## src/hw/map_pkg.sv

```systemverilog
// Constants and types shared by the debug memory access port.
// Operation
// Transfer address is target or base address.
// Address advances only on successful data access.
// Banked and direct accesses never advance address.
// Step mode codes off, single, packed, reserved.
// Unsupported packed code acts and reads as off.
// Single mode adds access size; off keeps address.
// Word-only device always steps by four.
// Sub-word sizes imply packed; word-only excludes it.
// Packed halfword: two transfers, step two each.
// Packed byte: four transfers, step one each.
// Incrementer covers at least low ten bits.
// Width code reports incrementer width and wrap.
// Debugger manages address when width code zero.
// Data accesses stall until downstream access completes.
// Ready accepted while idle, before target accepts.
// Busy while transfer outstanding, ready when done.
// Requests arriving while busy are discarded.
// Debugger may retry until accepted.
// Memory access errors are logged.
// Forward-disable and halt-on-error control bits.
// Halt with logged error blocks further accesses.
// Forwarding enabled returns errors upstream.
// Abort during access logs and returns error.
// Wrap leaves bits above incrementer unchanged.
`default_nettype none
package map_pkg;
   localparam int ADDR_W_DEF = 32;
   localparam int INC_W_MIN = 10;
   localparam logic [1:0] MODE_OFF = 2'h0;
   localparam logic [1:0] MODE_SINGLE = 2'h1;
   localparam logic [1:0] MODE_PACKED = 2'h2;
   localparam logic [2:0] SIZE_BYTE = 3'h0;
   localparam logic [2:0] SIZE_HALF = 3'h1;
   localparam logic [2:0] SIZE_WORD = 3'h2;
   localparam logic [2:0] STEP_BYTE = 3'h1;
   localparam logic [2:0] STEP_HALF = 3'h2;
   localparam logic [2:0] STEP_WORD = 3'h4;
   localparam logic [2:0] BEATS_HALF = 3'h2;
   localparam logic [2:0] BEATS_BYTE = 3'h4;
   localparam int BANK_LSB = 4;
   localparam int DIRECT_LSB = 10;
   typedef enum logic [1:0] {
      REQ_DATA,
      REQ_BANKED,
      REQ_DIRECT
   } req_kind_t;
endpackage : map_pkg
`default_nettype wire

```

## src/hw/addr_step_if.sv

```systemverilog
// Carrier between the port and its address incrementer.
`default_nettype none
interface addr_step_if #(parameter int ADDR_W = 32);
   logic [ADDR_W-1:0] addr;
   logic [2:0] step;
   logic [ADDR_W-1:0] next;
   modport user (output addr, output step, input next);
   modport stepper (input addr, input step, output next);
endinterface : addr_step_if
`default_nettype wire

```

## src/hw/addr_stepper.sv

```systemverilog
// Address incrementer that wraps inside its own segment.
`default_nettype none
module addr_stepper
   import map_pkg::*;
#(
   parameter int ADDR_W = 32,
   parameter int INC_W = 10
)
(
   addr_step_if.stepper s
);
   logic [INC_W-1:0] low_sum;

   // Only the low segment counts; the carry out is dropped on purpose.
   assign low_sum = s.addr[INC_W-1:0] + INC_W'(s.step);
   generate
      if (INC_W < ADDR_W)
      begin : g_upper
         assign s.next = {s.addr[ADDR_W-1:INC_W], low_sum};
      end
      else
      begin : g_full
         assign s.next = low_sum;
      end
   endgenerate
endmodule : addr_stepper
`default_nettype wire

```

## src/hw/mem_access_port.sv

```systemverilog
// Transfer core of the debug memory access port.
`default_nettype none
module mem_access_port
   import map_pkg::*;
#(
   parameter int ADDR_W = ADDR_W_DEF,
   parameter int INC_W = INC_W_MIN,
   parameter bit SUBWORD_EN = 1'b1
)
(
   // Clock and reset.
   input wire logic clk_i,
   input wire logic rst_n_i,
   // Configuration writes.
   input wire logic tar_wr_i,
   input wire logic [ADDR_W-1:0] tar_wdata_i,
   input wire logic mode_wr_i,
   input wire logic [1:0] mode_wdata_i,
   input wire logic [2:0] access_size_field_i,
   input wire logic error_forward_disable_i,
   input wire logic halt_on_error_i,
   input wire logic err_clear_i,
   // Requests from the debug port.
   input wire logic req_valid_i,
   input wire req_kind_t req_kind_i,
   input wire logic req_write_i,
   input wire logic [7:0] req_index_i,
   input wire logic [31:0] req_wdata_i,
   input wire logic abort_i,
   // Answers to the debug port.
   output logic ready_o,
   output logic resp_valid_o,
   output logic resp_err_o,
   output logic [31:0] resp_rdata_o,
   // Status.
   output logic [ADDR_W-1:0] transfer_address_o,
   output logic [1:0] addr_step_mode_o,
   output logic [3:0] incrementer_width_code_o,
   output logic logged_error_flag_o,
   // Downstream memory bus.
   output logic bus_req_o,
   output logic bus_write_o,
   output logic [ADDR_W-1:0] bus_addr_o,
   output logic [2:0] bus_size_o,
   output logic [31:0] bus_wdata_o,
   input wire logic bus_ack_i,
   input wire logic bus_err_i,
   input wire logic [31:0] bus_rdata_i
);
   // Packed transfers exist exactly when sub-word sizes do.
   localparam bit PACKED_EN = SUBWORD_EN;
   localparam logic [3:0] WIDTH_CODE = (INC_W == INC_W_MIN) ? 4'h1 : 4'(INC_W - 9);

   typedef enum logic [1:0] {
      ST_IDLE,
      ST_XFER,
      ST_RESP
   } state_t;

   state_t state_r;
   logic [ADDR_W-1:0] tar_r;
   logic [1:0] mode_r;
   logic err_r;
   logic [2:0] beats_r;
   logic [2:0] size_r;
   logic data_r;
   logic done_ok;
   logic done_err;
   logic beat_ok;
   logic [31:0] lane_mask;

   addr_step_if #(.ADDR_W(ADDR_W)) stp ();

   addr_stepper #(.ADDR_W(ADDR_W), .INC_W(INC_W)) u_step (
      .s(stp.stepper)
   );

   function automatic logic [2:0] eff_size(input logic [2:0] sz);
      eff_size = (SUBWORD_EN && (sz == SIZE_BYTE || sz == SIZE_HALF)) ? sz : SIZE_WORD;
   endfunction : eff_size

   function automatic logic [2:0] size_step(input logic [2:0] sz);
      case (sz)
         SIZE_BYTE: size_step = STEP_BYTE;
         SIZE_HALF: size_step = STEP_HALF;
         default: size_step = STEP_WORD;
      endcase
   endfunction : size_step

   function automatic logic [31:0] lanes(input logic [2:0] sz, input logic [1:0] lo);
      case (sz)
         SIZE_BYTE: lanes = 32'h0000_00FF << {lo, 3'h0};
         SIZE_HALF: lanes = lo[1] ? 32'hFFFF_0000 : 32'h0000_FFFF;
         default: lanes = 32'hFFFF_FFFF;
      endcase
   endfunction : lanes

   assign stp.addr = tar_r;
   assign stp.step = size_step(size_r);
   assign lane_mask = lanes(size_r, bus_addr_o[1:0]);

   // A beat ends on the bus answer unless an abort has already claimed it.
   assign beat_ok = (state_r == ST_XFER) && bus_ack_i && !bus_err_i && !abort_i;
   assign done_err = (state_r == ST_XFER) && (abort_i || (bus_ack_i && bus_err_i));
   assign done_ok = beat_ok && (beats_r == 3'h1);

   // Step mode register; an unsupported packed code is stored as off.
   always_ff @(posedge clk_i or negedge rst_n_i)
   begin
      if (!rst_n_i)
      begin
         mode_r <= MODE_OFF;
      end
      else if (mode_wr_i)
      begin
         if (mode_wdata_i == MODE_PACKED && !PACKED_EN)
         begin
            mode_r <= MODE_OFF;
         end
         else
         begin
            mode_r <= mode_wdata_i;
         end
      end
   end

   // Transfer address register.
   always_ff @(posedge clk_i or negedge rst_n_i)
   begin
      if (!rst_n_i)
      begin
         tar_r <= '0;
      end
      else if (tar_wr_i && state_r == ST_IDLE)
      begin
         tar_r <= tar_wdata_i;
      end
      else if (beat_ok && data_r)
      begin
         // Packed sub-word steps after every beat; single and packed word only after the last.
         if (mode_r == MODE_PACKED && size_r != SIZE_WORD)
         begin
            tar_r <= stp.next;
         end
         else if ((mode_r == MODE_SINGLE || mode_r == MODE_PACKED) && beats_r == 3'h1)
         begin
            tar_r <= stp.next;
         end
      end
   end

   // Error log; a new error wins over a clear in the same cycle.
   always_ff @(posedge clk_i or negedge rst_n_i)
   begin
      if (!rst_n_i)
      begin
         err_r <= 1'b0;
      end
      else if (done_err)
      begin
         err_r <= 1'b1;
      end
      else if (state_r == ST_IDLE && req_valid_i && err_r && halt_on_error_i)
      begin
         err_r <= 1'b1;
      end
      else if (err_clear_i)
      begin
         err_r <= 1'b0;
      end
   end

   // Sequencer and downstream bus drive.
   always_ff @(posedge clk_i or negedge rst_n_i)
   begin
      if (!rst_n_i)
      begin
         state_r <= ST_IDLE;
         beats_r <= 3'h0;
         size_r <= SIZE_WORD;
         data_r <= 1'b0;
         bus_req_o <= 1'b0;
         bus_write_o <= 1'b0;
         bus_addr_o <= '0;
         bus_size_o <= SIZE_WORD;
         bus_wdata_o <= 32'h0000_0000;
         resp_valid_o <= 1'b0;
         resp_err_o <= 1'b0;
         resp_rdata_o <= 32'h0000_0000;
      end
      else
      begin
         resp_valid_o <= 1'b0;
         case (state_r)
            ST_IDLE:
            begin
               // Busy requests never reach this branch and so are dropped.
               if (req_valid_i)
               begin
                  data_r <= (req_kind_i == REQ_DATA);
                  resp_rdata_o <= 32'h0000_0000;
                  bus_write_o <= req_write_i;
                  bus_wdata_o <= req_wdata_i;
                  if (err_r && halt_on_error_i)
                  begin
                     state_r <= ST_RESP;
                     resp_err_o <= !error_forward_disable_i;
                  end
                  else
                  begin
                     state_r <= ST_XFER;
                     bus_req_o <= 1'b1;
                     resp_err_o <= 1'b0;
                     case (req_kind_i)
                        REQ_BANKED:
                        begin
                           // Base address only; the mode never touches it.
                           bus_addr_o <= {tar_r[ADDR_W-1:BANK_LSB], req_index_i[1:0], 2'h0};
                           size_r <= SIZE_WORD;
                           bus_size_o <= SIZE_WORD;
                           beats_r <= 3'h1;
                        end
                        REQ_DIRECT:
                        begin
                           bus_addr_o <= {tar_r[ADDR_W-1:DIRECT_LSB], req_index_i, 2'h0};
                           size_r <= SIZE_WORD;
                           bus_size_o <= SIZE_WORD;
                           beats_r <= 3'h1;
                        end
                        default:
                        begin
                           bus_addr_o <= tar_r;
                           size_r <= eff_size(access_size_field_i);
                           bus_size_o <= eff_size(access_size_field_i);
                           if (mode_r == MODE_PACKED && eff_size(access_size_field_i) == SIZE_HALF)
                           begin
                              beats_r <= BEATS_HALF;
                           end
                           else if (mode_r == MODE_PACKED &&
                                    eff_size(access_size_field_i) == SIZE_BYTE)
                           begin
                              beats_r <= BEATS_BYTE;
                           end
                           else
                           begin
                              beats_r <= 3'h1;
                           end
                        end
                     endcase
                  end
               end
            end
            ST_XFER:
            begin
               // No cycle limit: the request stays up until the bus answers or an abort ends it.
               if (done_err)
               begin
                  bus_req_o <= 1'b0;
                  state_r <= ST_RESP;
                  resp_err_o <= abort_i || !error_forward_disable_i;
               end
               else if (beat_ok)
               begin
                  resp_rdata_o <= resp_rdata_o | (bus_rdata_i & lane_mask);
                  if (done_ok)
                  begin
                     bus_req_o <= 1'b0;
                     state_r <= ST_RESP;
                  end
                  else
                  begin
                     beats_r <= beats_r - 3'h1;
                     bus_addr_o <= stp.next;
                  end
               end
            end
            ST_RESP:
            begin
               resp_valid_o <= 1'b1;
               state_r <= ST_IDLE;
            end
            default:
            begin
               state_r <= ST_IDLE;
            end
         endcase
      end
   end

   // Status outputs, each from its own flip-flop.
   always_ff @(posedge clk_i or negedge rst_n_i)
   begin
      if (!rst_n_i)
      begin
         ready_o <= 1'b0;
         transfer_address_o <= '0;
         addr_step_mode_o <= MODE_OFF;
         incrementer_width_code_o <= 4'h0;
         logged_error_flag_o <= 1'b0;
      end
      else
      begin
         // Ready only while idle with no request arriving from the debug port.
         ready_o <= (state_r == ST_IDLE) && !req_valid_i;
         transfer_address_o <= tar_r;
         addr_step_mode_o <= mode_r;
         incrementer_width_code_o <= WIDTH_CODE;
         logged_error_flag_o <= err_r;
      end
   end
endmodule : mem_access_port
`default_nettype wire

```

## config.mk

```make
export PLATFORM = sky130hd
export DESIGN_NAME = mem_access_port
export DESIGN_NICKNAME = d
export VERILOG_FILES = /design/src/hw/map_pkg.sv /design/src/hw/addr_step_if.sv /design/src/hw/addr_stepper.sv /design/src/hw/mem_access_port.sv
export SDC_FILE = /design/constraint.sdc
export NUM_CORES = 1
export LEC_CHECK = 0
export BUFFER_PORTS_ARGS = -buffer_cell sky130_fd_sc_hd__buf_2
export CAP_MARGIN = 20
export CORE_UTILIZATION = 49
export DETAILED_ROUTE_END_ITERATION = 12
export PLACE_DENSITY = 0.83
export SLEW_MARGIN = 20
export SYNTH_ARGS = -nofsm -noshare
export SYNTH_HDL_FRONTEND = slang
export SYNTH_SLANG_ARGS = --single-unit
```

## constraint.sdc

```tcl
create_clock -name clk_i -period 3.1 [get_ports clk_i]
set_clock_uncertainty 0.15 [all_clocks]
set_input_delay 0.31 -clock clk_i [delete_from_list [all_inputs] [get_ports clk_i]]
set_output_delay 0.31 -clock clk_i [all_outputs]
set_load 0.01 [all_outputs]
```

# --- Word level (Yosys, flattened, before mapping) ---
# Index checks and enable logic that the tools add are counted.
word_totals:
  ff_bits: 181
  latch_bits: 0
  ramBits: 0
  rom_bits: 0
  in_bits: 123
  mem_count: 0
op_classes:
  n_addsub: 2
  mul: 0
  n_div: 0
  magnitude_cmp: 0
  eq_ne: 19
  shift: 1
  mux: 49
  bitwise: 3
  n_reduce_logical: 43
op_table:
  columns: ["cell", "count"]
  rows:
  - ["$mux 32", 10]
  - ["$pmux 32 s2", 3]
  - ["$and 32x32->32", 1]
  - ["$or 32x32->32", 1]
  - ["$shl 8x5->32 const A", 1]
  - ["$mux 10", 3]
  - ["$mux 3", 10]
  - ["$pmux 10 s2", 1]
  - ["$logic_and 1x1->1", 17]
  - ["$eq 3x1->1 const B", 4]
  - ["$mux 1", 12]
  - ["$ne 2x2->1 const B", 6]
  - ["$pmux 3 s2", 2]
  - ["$add 10x3->10", 1]
  - ["$mux 2", 5]
  - ["$logic_not 3->1", 3]
  - ["$reduce_and 3->1", 3]
  - ["$eq 2x1->1 const B", 3]
  - ["$eq 2x2->1 const B", 3]
  - ["$ne 3x3->1 const B", 2]
  - ["$reduce_and 6->1", 1]
  - ["$reduce_bool 3->1", 2]
  - ["$reduce_and 5->1", 1]
  - ["$logic_not 1->1", 4]
  - ["11 further kinds", 18]

# --- Logic depth before layout (Yosys ltp) ---
# Gate-level depths: netlist of run 1.
depth:
  word_depth: 11
  depth_mapped: 10
  depth_no_buf: 10

# --- By module ---
# From an unflattened synthesis of run 1, not the netlist that was laid out.
hier_totals:
  hier_cells: 665
  area_unflattened_um2: 7571.0
by_module_without_submodules:
  columns: ["mod", "n_inst", "cells_per_inst", "area_per_inst_um2", "seq_area_each_um2"]
  rows:
  - ["mem_access_port", 1, 613, 7169.4, 4530.6]
  - ["addr_stepper", 1, 52, 401.6, 0.0]

# --- Least setup slack after synthesis of run 1 ---
# OpenSTA, ideal clock, no wires.
synth_timing:
  path_type: "register to register"
  from: "register size_r[1]"
  to: "register tar_r[2], in the netlist stp.addr[2]"
  setup_ns: 0.125
  t_arrival_ns: 1.997
  required_time_ns: 2.825
  setup_slack_ns: 0.828
  path_stages_with_launch: 9
  n_path_buf: 0
  period_less_slack_ns: 2.272
  path_cell_list: "dfstp_2 > nor2_1 > inv_1 > nor2_1 > ha_1 > fa_1 > xor2_1 > mux2_4 > mux2_4"
synth_via:
  elab_chain_len: 7
  elab_cells_between_ends: 12
synth_rtl:
  columns: ["element", "line_no", "rtl"]
  rows:
  - ["start: declaration", "mem_access_port.sv:65", "logic [2:0] size_r;"]
  - ["start signal: assignment", "mem_access_port.sv:233", "size_r <= eff_size(access_size_field_i);"]
  - ["$eq 3x1->1 / $logic_not 3->1 (equally long branches)", "mem_access_port.sv:83", "case (sz)"]
  - ["$pmux 3 s2", "mem_access_port.sv:83", null]
  - ["$add 10x3->10", "addr_stepper.sv:15", "assign low_sum = s.addr[INC_W-1:0] + INC_W'(s.step);"]
  - ["$mux 10", "mem_access_port.sv:145", "else if ((mode_r == MODE_SINGLE || mode_r == MODE_PACKED) && beats_r == 3'h1)"]
  - ["$mux 10", "mem_access_port.sv:141", "if (mode_r == MODE_PACKED && size_r != SIZE_WORD)"]
  - ["$mux 10", "mem_access_port.sv:138", "else if (beat_ok && data_r)"]
  - ["$mux 32", "mem_access_port.sv:134", "else if (tar_wr_i && state_r == ST_IDLE)"]
  - ["end signal: assignment", "mem_access_port.sv:136", "tar_r <= tar_wdata_i;"]
  - ["end signal: assignment", "mem_access_port.sv:143", "tar_r <= stp.next;"]
  - ["end signal: assignment", "mem_access_port.sv:147", "tar_r <= stp.next;"]
  - ["end: declaration", "mem_access_port.sv:61", "logic [ADDR_W-1:0] tar_r;"]
# Parallel ways exist; a longest one is shown, timed or not. The select of a mux whose other input is x is not followed.
# A chain may end at the register's enable or synchronous reset.

# --- Worst setup path after layout of run 1 ---
layout_timing:
  from: "register size_r[2]"
  to: "register tar_r[8], in the netlist stp.addr[8]"
# The elaborated chain is that of the path after synthesis.

==> metrics.cfg, run 1 <==
[status]
outcome = finished clean

[floorplanning]
die_w_um = 122
start_util_pct = 50.5
fp.dieH_um = 122
row_count = 43
ios = 266
dieArea_mm2 = 0.0149
core-area_mm2 = 0.0140

[placed_design]
dp_slack_ns = 0.560
globalplace.congestion = 0.862
hpwl_um = 12800
io_buffers = 262

[power_and_ir_drop]
power.total_mw = 10.5
power_density_mw_per_mm2 = 1030
leakagePower_nw = 5.26
vdd_drop_max_mv = 0.558

[logic_synthesis]
synth_flop_cell = dfrtp_1
async_reset_ff_share_pct = 100
synth_edf_count = 0
ys_types = 46
avgSynthCellArea_um2 = 10.7
yosysWarnings = 0
ys_seq_area_share_pct = 64.1
synth-seq-cells = 181
syn-instance-count = 662
syn-cell-area_mm2 = 0.00706

[cts]
clock-sinks = 181
cts_setup_buffers = 0
clk_pin_slew_ns = 0.07
root_buffer = clkbuf_16
clk_latency_ns = 0.42
h-tree-depth = 4
cts_tree = built
clockBufferDepth = 2
cts_made_buffers = 17
ctsResizeCount = 0

[critical_path]
r2r_end = stp.addr[8]
worstSetupPathType = reg -> reg
startpoint_type = register
rrSetupSlack_ns = 0.57
endpoint_kind = register
cp.arrival_ns = 2.63
critical_path_peak_fanout = 6
r2r-start = size_r[2]
cp.required_ns = 3.20
crit_start = size_r[2]
r2r_cells = 10

[worst_hold_path]
worstHoldPathCells = 3
hold_path.class = in -> reg
min_from = tar_wdata_i[1]
hold_end = stp.addr[1]

[global_routing]
grt_max_degree = 76
first_global_vias = 6338
antenna_found_initial = 2
grtUsageTotal_pct = 28.4
grt_pass1_wl_um = 31900
grt_overflow = 0

[layout]
fin_util_pct = 72.7
areaGrowthSynthToFinish_pct = 44.0
drive_gt1_share_pct = 32.5
final_cell_mix = 261 x buf_2, 193 x nand2_1, 180 x dfrtp_1
nets = 1151
layout_commonest_cell = buf_2

[timing]
finalSetupTns_ns = 0
fin_crit_ns = 2.53
fin_ws_ns = 0.570
drv_slew = 0
fin_hold_ws_ns = 0.0111
rsz0062_at_grt = false
hold_viol = 0
worstMarginPinSlew_ns = 1.05
timing.fmax_mhz = 395
finalSetupViolCount = 0
slew_headroom_pct = 30.0
min_period_over_period_pct = 81.6

[routing]
ant_nets = 0
drtIter0Drc = 261
routedWlPerCell_um = 16.9
wirelength_um = 20500
vias = 6273
route.detailed.drc = 0
firstDrtPassIters = 4
viasPerCell = 5.17

[flow_run]
cap_violations = 0

## worst max-delay path, stage by stage (launching register included)
cell and delay [ns]:
dfrtp_1 0.41, nor2_1 0.34, inv_1 0.11, nor2_1 0.12
ha_1 0.21, fa_1 0.23, a21o_1 0.20, nand4_1 0.16
nor3_1 0.21, xnor2_1 0.14, a21oi_1 0.08
## metrics by stage
stage / cell area, µm² / std cells
floorplan: 7070 / 664
global placement: 8580 / 1083
detailed placement: 8580 / 1083
CTS: 10200 / 1211
global route: 10200 / 1212
finish: 10200 / 1213
## worst max-delay path by stage
stage | endpoint | slack [ns] | depth (start not counted)
3_3_place_gp | stp.addr[8] | 0.72 | 10
4_1_cts | stp.addr[8] | 0.56 | 10
6_report | stp.addr[8] | 0.57 | 10
3_5_place_dp | stp.addr[8] | 0.56 | 10
5_1_grt | stp.addr[8] | 0.38 | 10
2_1_floorplan | stp.addr[2] | 0.83 | 8
## layout make-up
class	count	area [µm²]
diodes	2	5.00
clock buffers	21	470
clock inverters	11	148
fillers	960	3820
inverters	8	30.0
multi-input cells	443	2390
flip-flops and latches	181	4530
well taps	180	225
repair buffers	367	2370
## cells by family (layout without fill, tap and decap cells)
group           after synthesis  after routing  synth area share, %
buf+inv                      40            407                 2.41
simple gates                284            284                 16.5
other cells                   2              6                0.106
compound gates              104            104                 8.79
xor+xnor                     13             13                 1.61
fa+ha+maj                    10             10                 1.88
flops                       181            181                 64.1
mux                          28             28                 4.52
## flip-flops by register name, summed over array words and instances, names as in the netlist, 2 cells and up
name / cells
bus_addr_o: 32
bus_wdata_o: 32
resp_rdata_o: 32
stp.addr: 32
transfer_address_o: 32
beats_r: 3
size_r: 3
addr_step_mode_o: 2
mode_r: 2
state_r: 2
## per-layer routing
layer / GRT usage, % / vias to the layer above / part of all wire, %
li1: - / 2886 / -
met1: 32.2 / 3086 / 39
met2: 49.3 / 258 / 50
met3: 8.43 / 43 / 7.7
met4: 12.8 / 0 / 2.9
met5: 0 / - / 0
## cells in the mapped netlist (all sizes together), types with 2 or more instances
cell type | instances | area, µm²
a211oi | 3 | 22.5
a21o | 3 | 22.5
a21oi | 57 | 285
a221o | 3 | 30.0
a221oi | 3 | 26.3
and2 | 3 | 18.8
and3 | 4 | 25.0
buf | 16 | 80.1
clkbuf | 16 | 60.1
conb | 2 | 7.51
dfrtp | 180 | 4500
ha | 9 | 113
inv | 8 | 30.0
mux2 | 25 | 289
mux2i | 3 | 30.0
nand2 | 194 | 728
nand2b | 5 | 31.3
nand3 | 4 | 20.0
nand4 | 4 | 25.0
nor2 | 50 | 190
nor2b | 2 | 12.5
nor3 | 9 | 45.0
nor3b | 5 | 37.5
o211ai | 2 | 15.0
o21ai | 24 | 120
o21bai | 3 | 22.5
xnor2 | 10 | 87.6
xor2 | 3 | 26.3
## report_power, final
group / leakage [nW] / internal (mW) / switching, mW
logic: 2.75 / 1.69 / 2.38
clock network: 0.303 / 1.34 / 0.896
registers: 2.21 / 3.49 / 0.702
total: 5.26 / 6.52 / 3.97
## timing repair
action / 4_1_cts / 5_1_grt
hold buffers: 96 / 0
setup endpoints to repair: 0 / 0
hold endpoints to repair: 144 / 0
No activity file was read; power rests on OpenSTA's default activity.
==> inputs of run 2 (changes only) <==
--- a/config.mk
+++ b/config.mk
@@ -7,9 +7,9 @@
 export LEC_CHECK = 0
 export BUFFER_PORTS_ARGS = -buffer_cell sky130_fd_sc_hd__buf_2
 export CAP_MARGIN = 20
-export CORE_UTILIZATION = 49
+export CORE_UTILIZATION = 44
 export DETAILED_ROUTE_END_ITERATION = 12
-export PLACE_DENSITY = 0.83
+export PLACE_DENSITY = 0.79
 export SLEW_MARGIN = 20
 export SYNTH_ARGS = -nofsm -noshare
 export SYNTH_HDL_FRONTEND = slang
==> constraint.sdc (replaced) <==
create_clock -name clk_i -period 2.3 [get_ports clk_i]
set_clock_uncertainty 0.15 [all_clocks]
set_input_delay 0.23 -clock clk_i [delete_from_list [all_inputs] [get_ports clk_i]]
set_output_delay 0.23 -clock clk_i [all_outputs]
set_load 0.01 [all_outputs]
==> metrics.cfg, run 2 (same netlist as run 1, synthesis figures left out) <==
[placed_design]
hpwl_um = 13600  ; +6.4%
io_buffers = 262  ; unchanged
globalplace.congestion = 0.828  ; -4.0%
dp_slack_ns = -0.0550  ; -0.615 ns

[timing]
rsz0062_at_grt = true
worstMarginPinSlew_ns = 0.534  ; -0.515 ns
fin_hold_ws_ns = 0.0107  ; -0.000383 ns
finalSetupTns_ns = 0  ; unchanged
slew_headroom_pct = 64.4  ; +34 points
timing.fmax_mhz = 445  ; +13%
fin_crit_ns = 2.25  ; -0.283 ns
hold_viol = 0  ; unchanged
min_period_over_period_pct = 97.7  ; +16 points
drv_slew = 0  ; unchanged
fin_ws_ns = 0.0532  ; -0.517 ns
finalSetupViolCount = 0  ; unchanged

[routing]
wirelength_um = 21500  ; +4.8%
drtIter0Drc = 278  ; +6.5%
firstDrtPassIters = 5  ; +1
ant_nets = 0  ; unchanged
routedWlPerCell_um = 16.9  ; -0.13%
route.detailed.drc = 0  ; unchanged
viasPerCell = 4.98  ; -3.6%
vias = 6344  ; +1.1%

[global_routing]
grt_max_degree = 58  ; -24%
grt_overflow = 0  ; unchanged
first_global_vias = 6657  ; +5.0%
grt_pass1_wl_um = 33100  ; +4.0%
grtUsageTotal_pct = 26.5  ; -1.9 points
antenna_found_initial = 1  ; -1

[critical_path]
worstSetupPathType = reg -> reg
cp.arrival_ns = 2.41  ; -0.22 ns
crit_family = compound AO/OA/AOI/OAI gates
r2r_cells = 8  ; -2
critPathSlowestCell = dfstp_2
critPathBufInv = 0  ; -1
cp_cell_sequence = nor2_4 > and2_4 > ha_4 > a211o_1 > nand4_1 > xor2_1 > a211oi_2 > a21o_1
worstSetupPathDepth = 8  ; -2
slowest_delay_ns = 0.57  ; +0.16 ns
critical_path_peak_fanout = 4  ; -2
startpoint_type = register
cp.required_ns = 2.47  ; -0.73 ns
endpoint_kind = register

[worst_hold_path]
worstHoldPathCells = 5  ; +2
hold_path.class = in -> reg

[cts]
clock-sinks = 181  ; unchanged
root_buffer = clkbuf_16
clk_pin_slew_ns = 0.07  ; about the same
clk_latency_ns = 0.42  ; about the same
h-tree-depth = 4  ; unchanged
cts_made_buffers = 17  ; unchanged
cts_tree = built
clockBufferDepth = 2  ; unchanged

[layout]
final_cell_mix = 261 x buf_2, 193 x nand2_1, 180 x dfrtp_1
areaGrowthSynthToFinish_pct = 49.3
layout_commonest_cell = buf_2
drive_gt1_share_pct = 34.4  ; +1.9 points
fin_util_pct = 68.4  ; -4.3 points
nets = 1180  ; +2.5%

[floorplanning]
ios = 266  ; unchanged
die_w_um = 129  ; +5.4%
fp.dieH_um = 129  ; +5.4%
dieArea_mm2 = 0.0166  ; +11%
row_count = 45  ; +4.7%
start_util_pct = 45.8  ; -4.7 points
core-area_mm2 = 0.0154  ; +10%

[flow_run]
cap_violations = 0  ; unchanged

[power_and_ir_drop]
power.total_mw = 14.5  ; +38%
power_density_mw_per_mm2 = 1370  ; +33%
vdd_drop_max_mv = 0.867  ; +55%
pwr-share-comb_pct = 40.6  ; +1.8 points
intPower_mw = 8.93  ; +37%
clock_power_share_pct = 20.4  ; -0.9 points
leakagePower_nw = 5.40  ; +2.6%
seqPwrFrac_pct = 39.1  ; -0.9 points
switching_share_pct = 38.4  ; +0.54 points
switchingPower_mw = 5.57  ; +40%

[status]
outcome = finished clean

==> run 2: changes by cell type in the layout (fill, tap and decap cells not counted), moves of 2 or more <==
cell           before  now
a21oi_1            57   53
a21oi_2             0    4
buf_12              2    4
buf_4               7   20
clkinv_2            3    0
clkinv_4            3    5
dlygate4sd3_1      96  109
ha_1                9    7
inv_6               1    4
nor2_1             49   47
==> run 2: metal layers <==
| metal | GRT usage [%] | part of all wire [%] | up-vias |
|---|---|---|---|
| li1 | - | - | 2943 |
| met4 | 12.0 | 2.7 | 0 |
| met2 | 47.3 | 51 | 277 |
| met3 | 8.36 | 8.9 | 38 |
| met1 | 28.7 | 38 | 3086 |
| met5 | 0 | 0 | - |
==> run 2: power groups by stage <==
stage                     clock (mW)  combinational (mW)  sequential, mW
after floorplan                    0                2.62            6.07
after detailed placement           0                5.46            5.64
after CTS                       3.01                5.64            5.61
after global placement             0                5.30            5.58
after global routing            3.16                6.48            5.86
final                           2.96                5.88            5.66
==> run 2: worst paths after layout <==
check	startpoint	to	slack, ns
max in group asynchronous	rst_n_i	size_r[1]	1.11
worst min register to register	mode_r[0]	addr_step_mode_o[0]	0.25
worst max-delay path	size_r[1]	bus_addr_o[9]	0.05
worst min-delay path	halt_on_error_i	err_r	0.01
worst max register to register	size_r[1]	bus_addr_o[9]	0.05
min in group asynchronous	rst_n_i	transfer_address_o[6]	0.19
==> run 2: area by class of cell <==
type                       instances  area, µm²
antenna                            2       5.00
clock buffer                      21        470
clock inverter                    11        139
fill                            1113       4880
inverter                           8       30.0
multi-input combinational        443       2460
sequential                       181       4530
tap                              211        264
timing repair buffer             396       2650
==> run 2: repair_timing <==
item	CTS	global route
setup buffers	0	4
endpoints found under the hold margin	158	0
resized for setup	1	17
pin swaps	1	11
setup endpoints to repair	3	34
hold buffers	109	0
==> run 2: worst min-delay path: stages <==
cell and delay [ns]:
buf_2 0.09, nand2_1 0.04, nand2_1 0.06, nand2_1 0.05
o21ai_0 0.07
==> run 2: per-stage QoR <==
| stage | cell area, µm² | std cells |
|---|---|---|
| 2_1_floorplan | 7070 | 664 |
| 3_3_place_gp | 8740 | 1126 |
| 3_5_place_dp | 8740 | 1126 |
| 4_1_cts | 10400 | 1267 |
| 5_1_grt | 10500 | 1272 |
| 6_report | 10500 | 1273 |
==> inputs of run 3 (changes only) <==
--- a/config.mk
+++ b/config.mk
@@ -7,10 +7,11 @@
 export LEC_CHECK = 0
 export BUFFER_PORTS_ARGS = -buffer_cell sky130_fd_sc_hd__buf_2
 export CAP_MARGIN = 20
+export CORE_MARGIN = 1.5
 export CORE_UTILIZATION = 44
 export DETAILED_ROUTE_END_ITERATION = 12
 export PLACE_DENSITY = 0.79
-export SLEW_MARGIN = 20
+export SLEW_MARGIN = 40
 export SYNTH_ARGS = -nofsm -noshare
 export SYNTH_HDL_FRONTEND = slang
 export SYNTH_SLANG_ARGS = --single-unit
==> metrics.cfg, run 3 (same netlist as run 1, synthesis figures left out) <==
[layout]
layout_commonest_cell = buf_2
final.fill_count = 1170  ; +5.1%
nets = 1181  ; +0.085%
areaGrowthSynthToFinish_pct = 48.5
drive_gt1_share_pct = 33.6  ; -0.88 points
multiInputGateArea_mm2 = 0.00243  ; -1.2%
regArea_mm2 = 0.00453  ; unchanged
final_cell_mix = 261 x buf_2, 193 x nand2_1, 180 x dfrtp_1

[critical_path]
cp.required_ns = 2.46  ; about the same
critical_path_peak_fanout = 4  ; unchanged
slowest_delay_ns = 0.56  ; about the same
cp.arrival_ns = 2.42  ; about the same
startpoint_type = register
r2r_cells = 8  ; unchanged
worstSetupPathType = reg -> reg
critPathSlowestCell = dfstp_2
endpoint_kind = register
cp_cell_sequence = nor2_4 > and2_4 > ha_4 > a211o_1 > nand4_1 > xor2_1 > a211oi_2 > a21o_1

[routing]
drtIter0Drc = 296  ; +6.5%
wirelength_um = 21200  ; -1.2%
ant_nets = 0  ; unchanged
viasPerCell = 4.91  ; -1.4%
routed-wl-met3_um = 1810  ; -5.0%
firstDrtPassIters = 4  ; -1
met1_length_um = 8120  ; +0.56%
vias = 6291  ; -0.84%
route.detailed.drc = 0  ; unchanged
top_layer = met4
routedWlPerCell_um = 16.6  ; -1.8%
wl_met2_um = 10700  ; -2.1%

[cts]
clk_pin_slew_ns = 0.07  ; about the same
clock-sinks = 181  ; unchanged
root_buffer = clkbuf_16
clockBufferDepth = 2  ; unchanged
cts_made_buffers = 17  ; unchanged
clk_latency_ns = 0.42  ; about the same
h-tree-depth = 4  ; unchanged
cts_tree = built

[timing]
worstMarginPinSlew_ns = 0.534  ; -0.000143 ns
rsz0062_at_grt = true
slew_headroom_pct = 64.4  ; about the same
timing.fmax_mhz = 443  ; -0.47%
hold_viol = 0  ; unchanged
finalSetupViolCount = 0  ; unchanged
fin_hold_ws_ns = 0.0332  ; +0.0225 ns
min_period_over_period_pct = 98.2  ; +0.47 points
drv_slew = 0  ; unchanged
fin_crit_ns = 2.26  ; +0.0107 ns

[global_routing]
antenna_found_initial = 2  ; +1
first_global_vias = 6312  ; -5.2%
grtUsageTotal_pct = 24.6  ; -1.9 points
grt_overflow = 0  ; unchanged
grt_max_degree = 71  ; +22%
grt_pass1_wl_um = 31600  ; -4.7%

[placed_design]
hpwl_um = 13300  ; -1.9%
io_buffers = 262  ; unchanged
globalplace.congestion = 0.826  ; -0.24%

[power_and_ir_drop]
power_density_mw_per_mm2 = 1350  ; -2.1%
vdd_drop_max_mv = 0.870  ; +0.33%
leakagePower_nw = 5.37  ; -0.53%
power.total_mw = 14.1  ; -2.6%

[floorplanning]
core-area_mm2 = 0.0158  ; +2.2%
ios = 266  ; unchanged
die_w_um = 130  ; +0.78%
start_util_pct = 44.8  ; -1.0 points
dieArea_mm2 = 0.0168  ; +1.6%
fp.dieH_um = 130  ; +0.78%
row_count = 46  ; +2.2%

[worst_hold_path]
hold_path.class = in -> reg
worstHoldPathCells = 3  ; -2

[status]
outcome = finished clean

[flow_run]
cap_violations = 0  ; unchanged

-- run 3: worst paths after layout --
check	from	end	slack [ns]
min	bus_err_i	err_r	0.03
min in group asynchronous	rst_n_i	addr_step_mode_o[0]	0.19
max reg2reg	size_r[1]	bus_addr_o[9]	0.04
max	size_r[1]	bus_addr_o[9]	0.04
max in group asynchronous	rst_n_i	transfer_address_o[17]	1.11
min reg2reg	mode_r[0]	addr_step_mode_o[0]	0.23
-- run 3: area by class of cell --
type	instances	share of cell area, %
flip-flops and latches	181	43.2
repair buffers	397	25.5
multi-input cells	443	23.2
clock buffers	17	4.05
well taps	216	2.58
clock inverters	15	1.16
inverters	8	0.286
diodes	3	0.0716
-- run 3: worst max-delay path, delay by kind of cell, from the launching register on --
| kind | cells | cell delay (ns) |
|---|---|---|
| AO/OA/AOI/OAI | 3 | 0.65 |
| flip-flops | 1 | 0.56 |
| XOR/XNOR | 1 | 0.24 |
| adder cells (fa/ha/maj) | 1 | 0.20 |
| AND/OR/NAND/NOR | 3 | 0.35 |
-- run 3: metrics by stage --
step / setup WS [ns] / TNS [ns] / utilization [%] / cell area, µm² / instances
floorplan: 0.0277 / 0 / - / 7070 / 664
global placement: 0.0408 / 0 / 55.5 / 8760 / 1131
detailed placement: -0.0289 / -0.0289 / 55.5 / 8760 / 1131
CTS: 0.0172 / 0 / 66.2 / 10400 / 1276
global route: -0.0430 / -0.121 / 66.5 / 10500 / 1278
finish: 0.0425 / 0 / 66.5 / 10500 / 1280
-- run 3: report_power, final --
part	internal [mW]	switching (mW)	total [mW]
Sequential	4.71	0.919	5.63
Combinational	2.45	3.34	5.79
Clock	1.41	1.29	2.71
Total	8.57	5.55	14.1
-- run 3: metal layers --
metal | GRT usage [%] | vias up
met3 | 8.32 | 48
met5 | 0 | -
met2 | 43.5 | 274
met4 | 9.28 | 0
li1 | - | 2946
met1 | 27.6 | 3023
-- run 3: repair_timing --
item	CTS	global route
pin swaps	1	6
hold buffers	113	0
buffers inserted	0	1
setup endpoints to repair	2	7
endpoints found under the hold margin	156	0
gates resized for setup	2	6
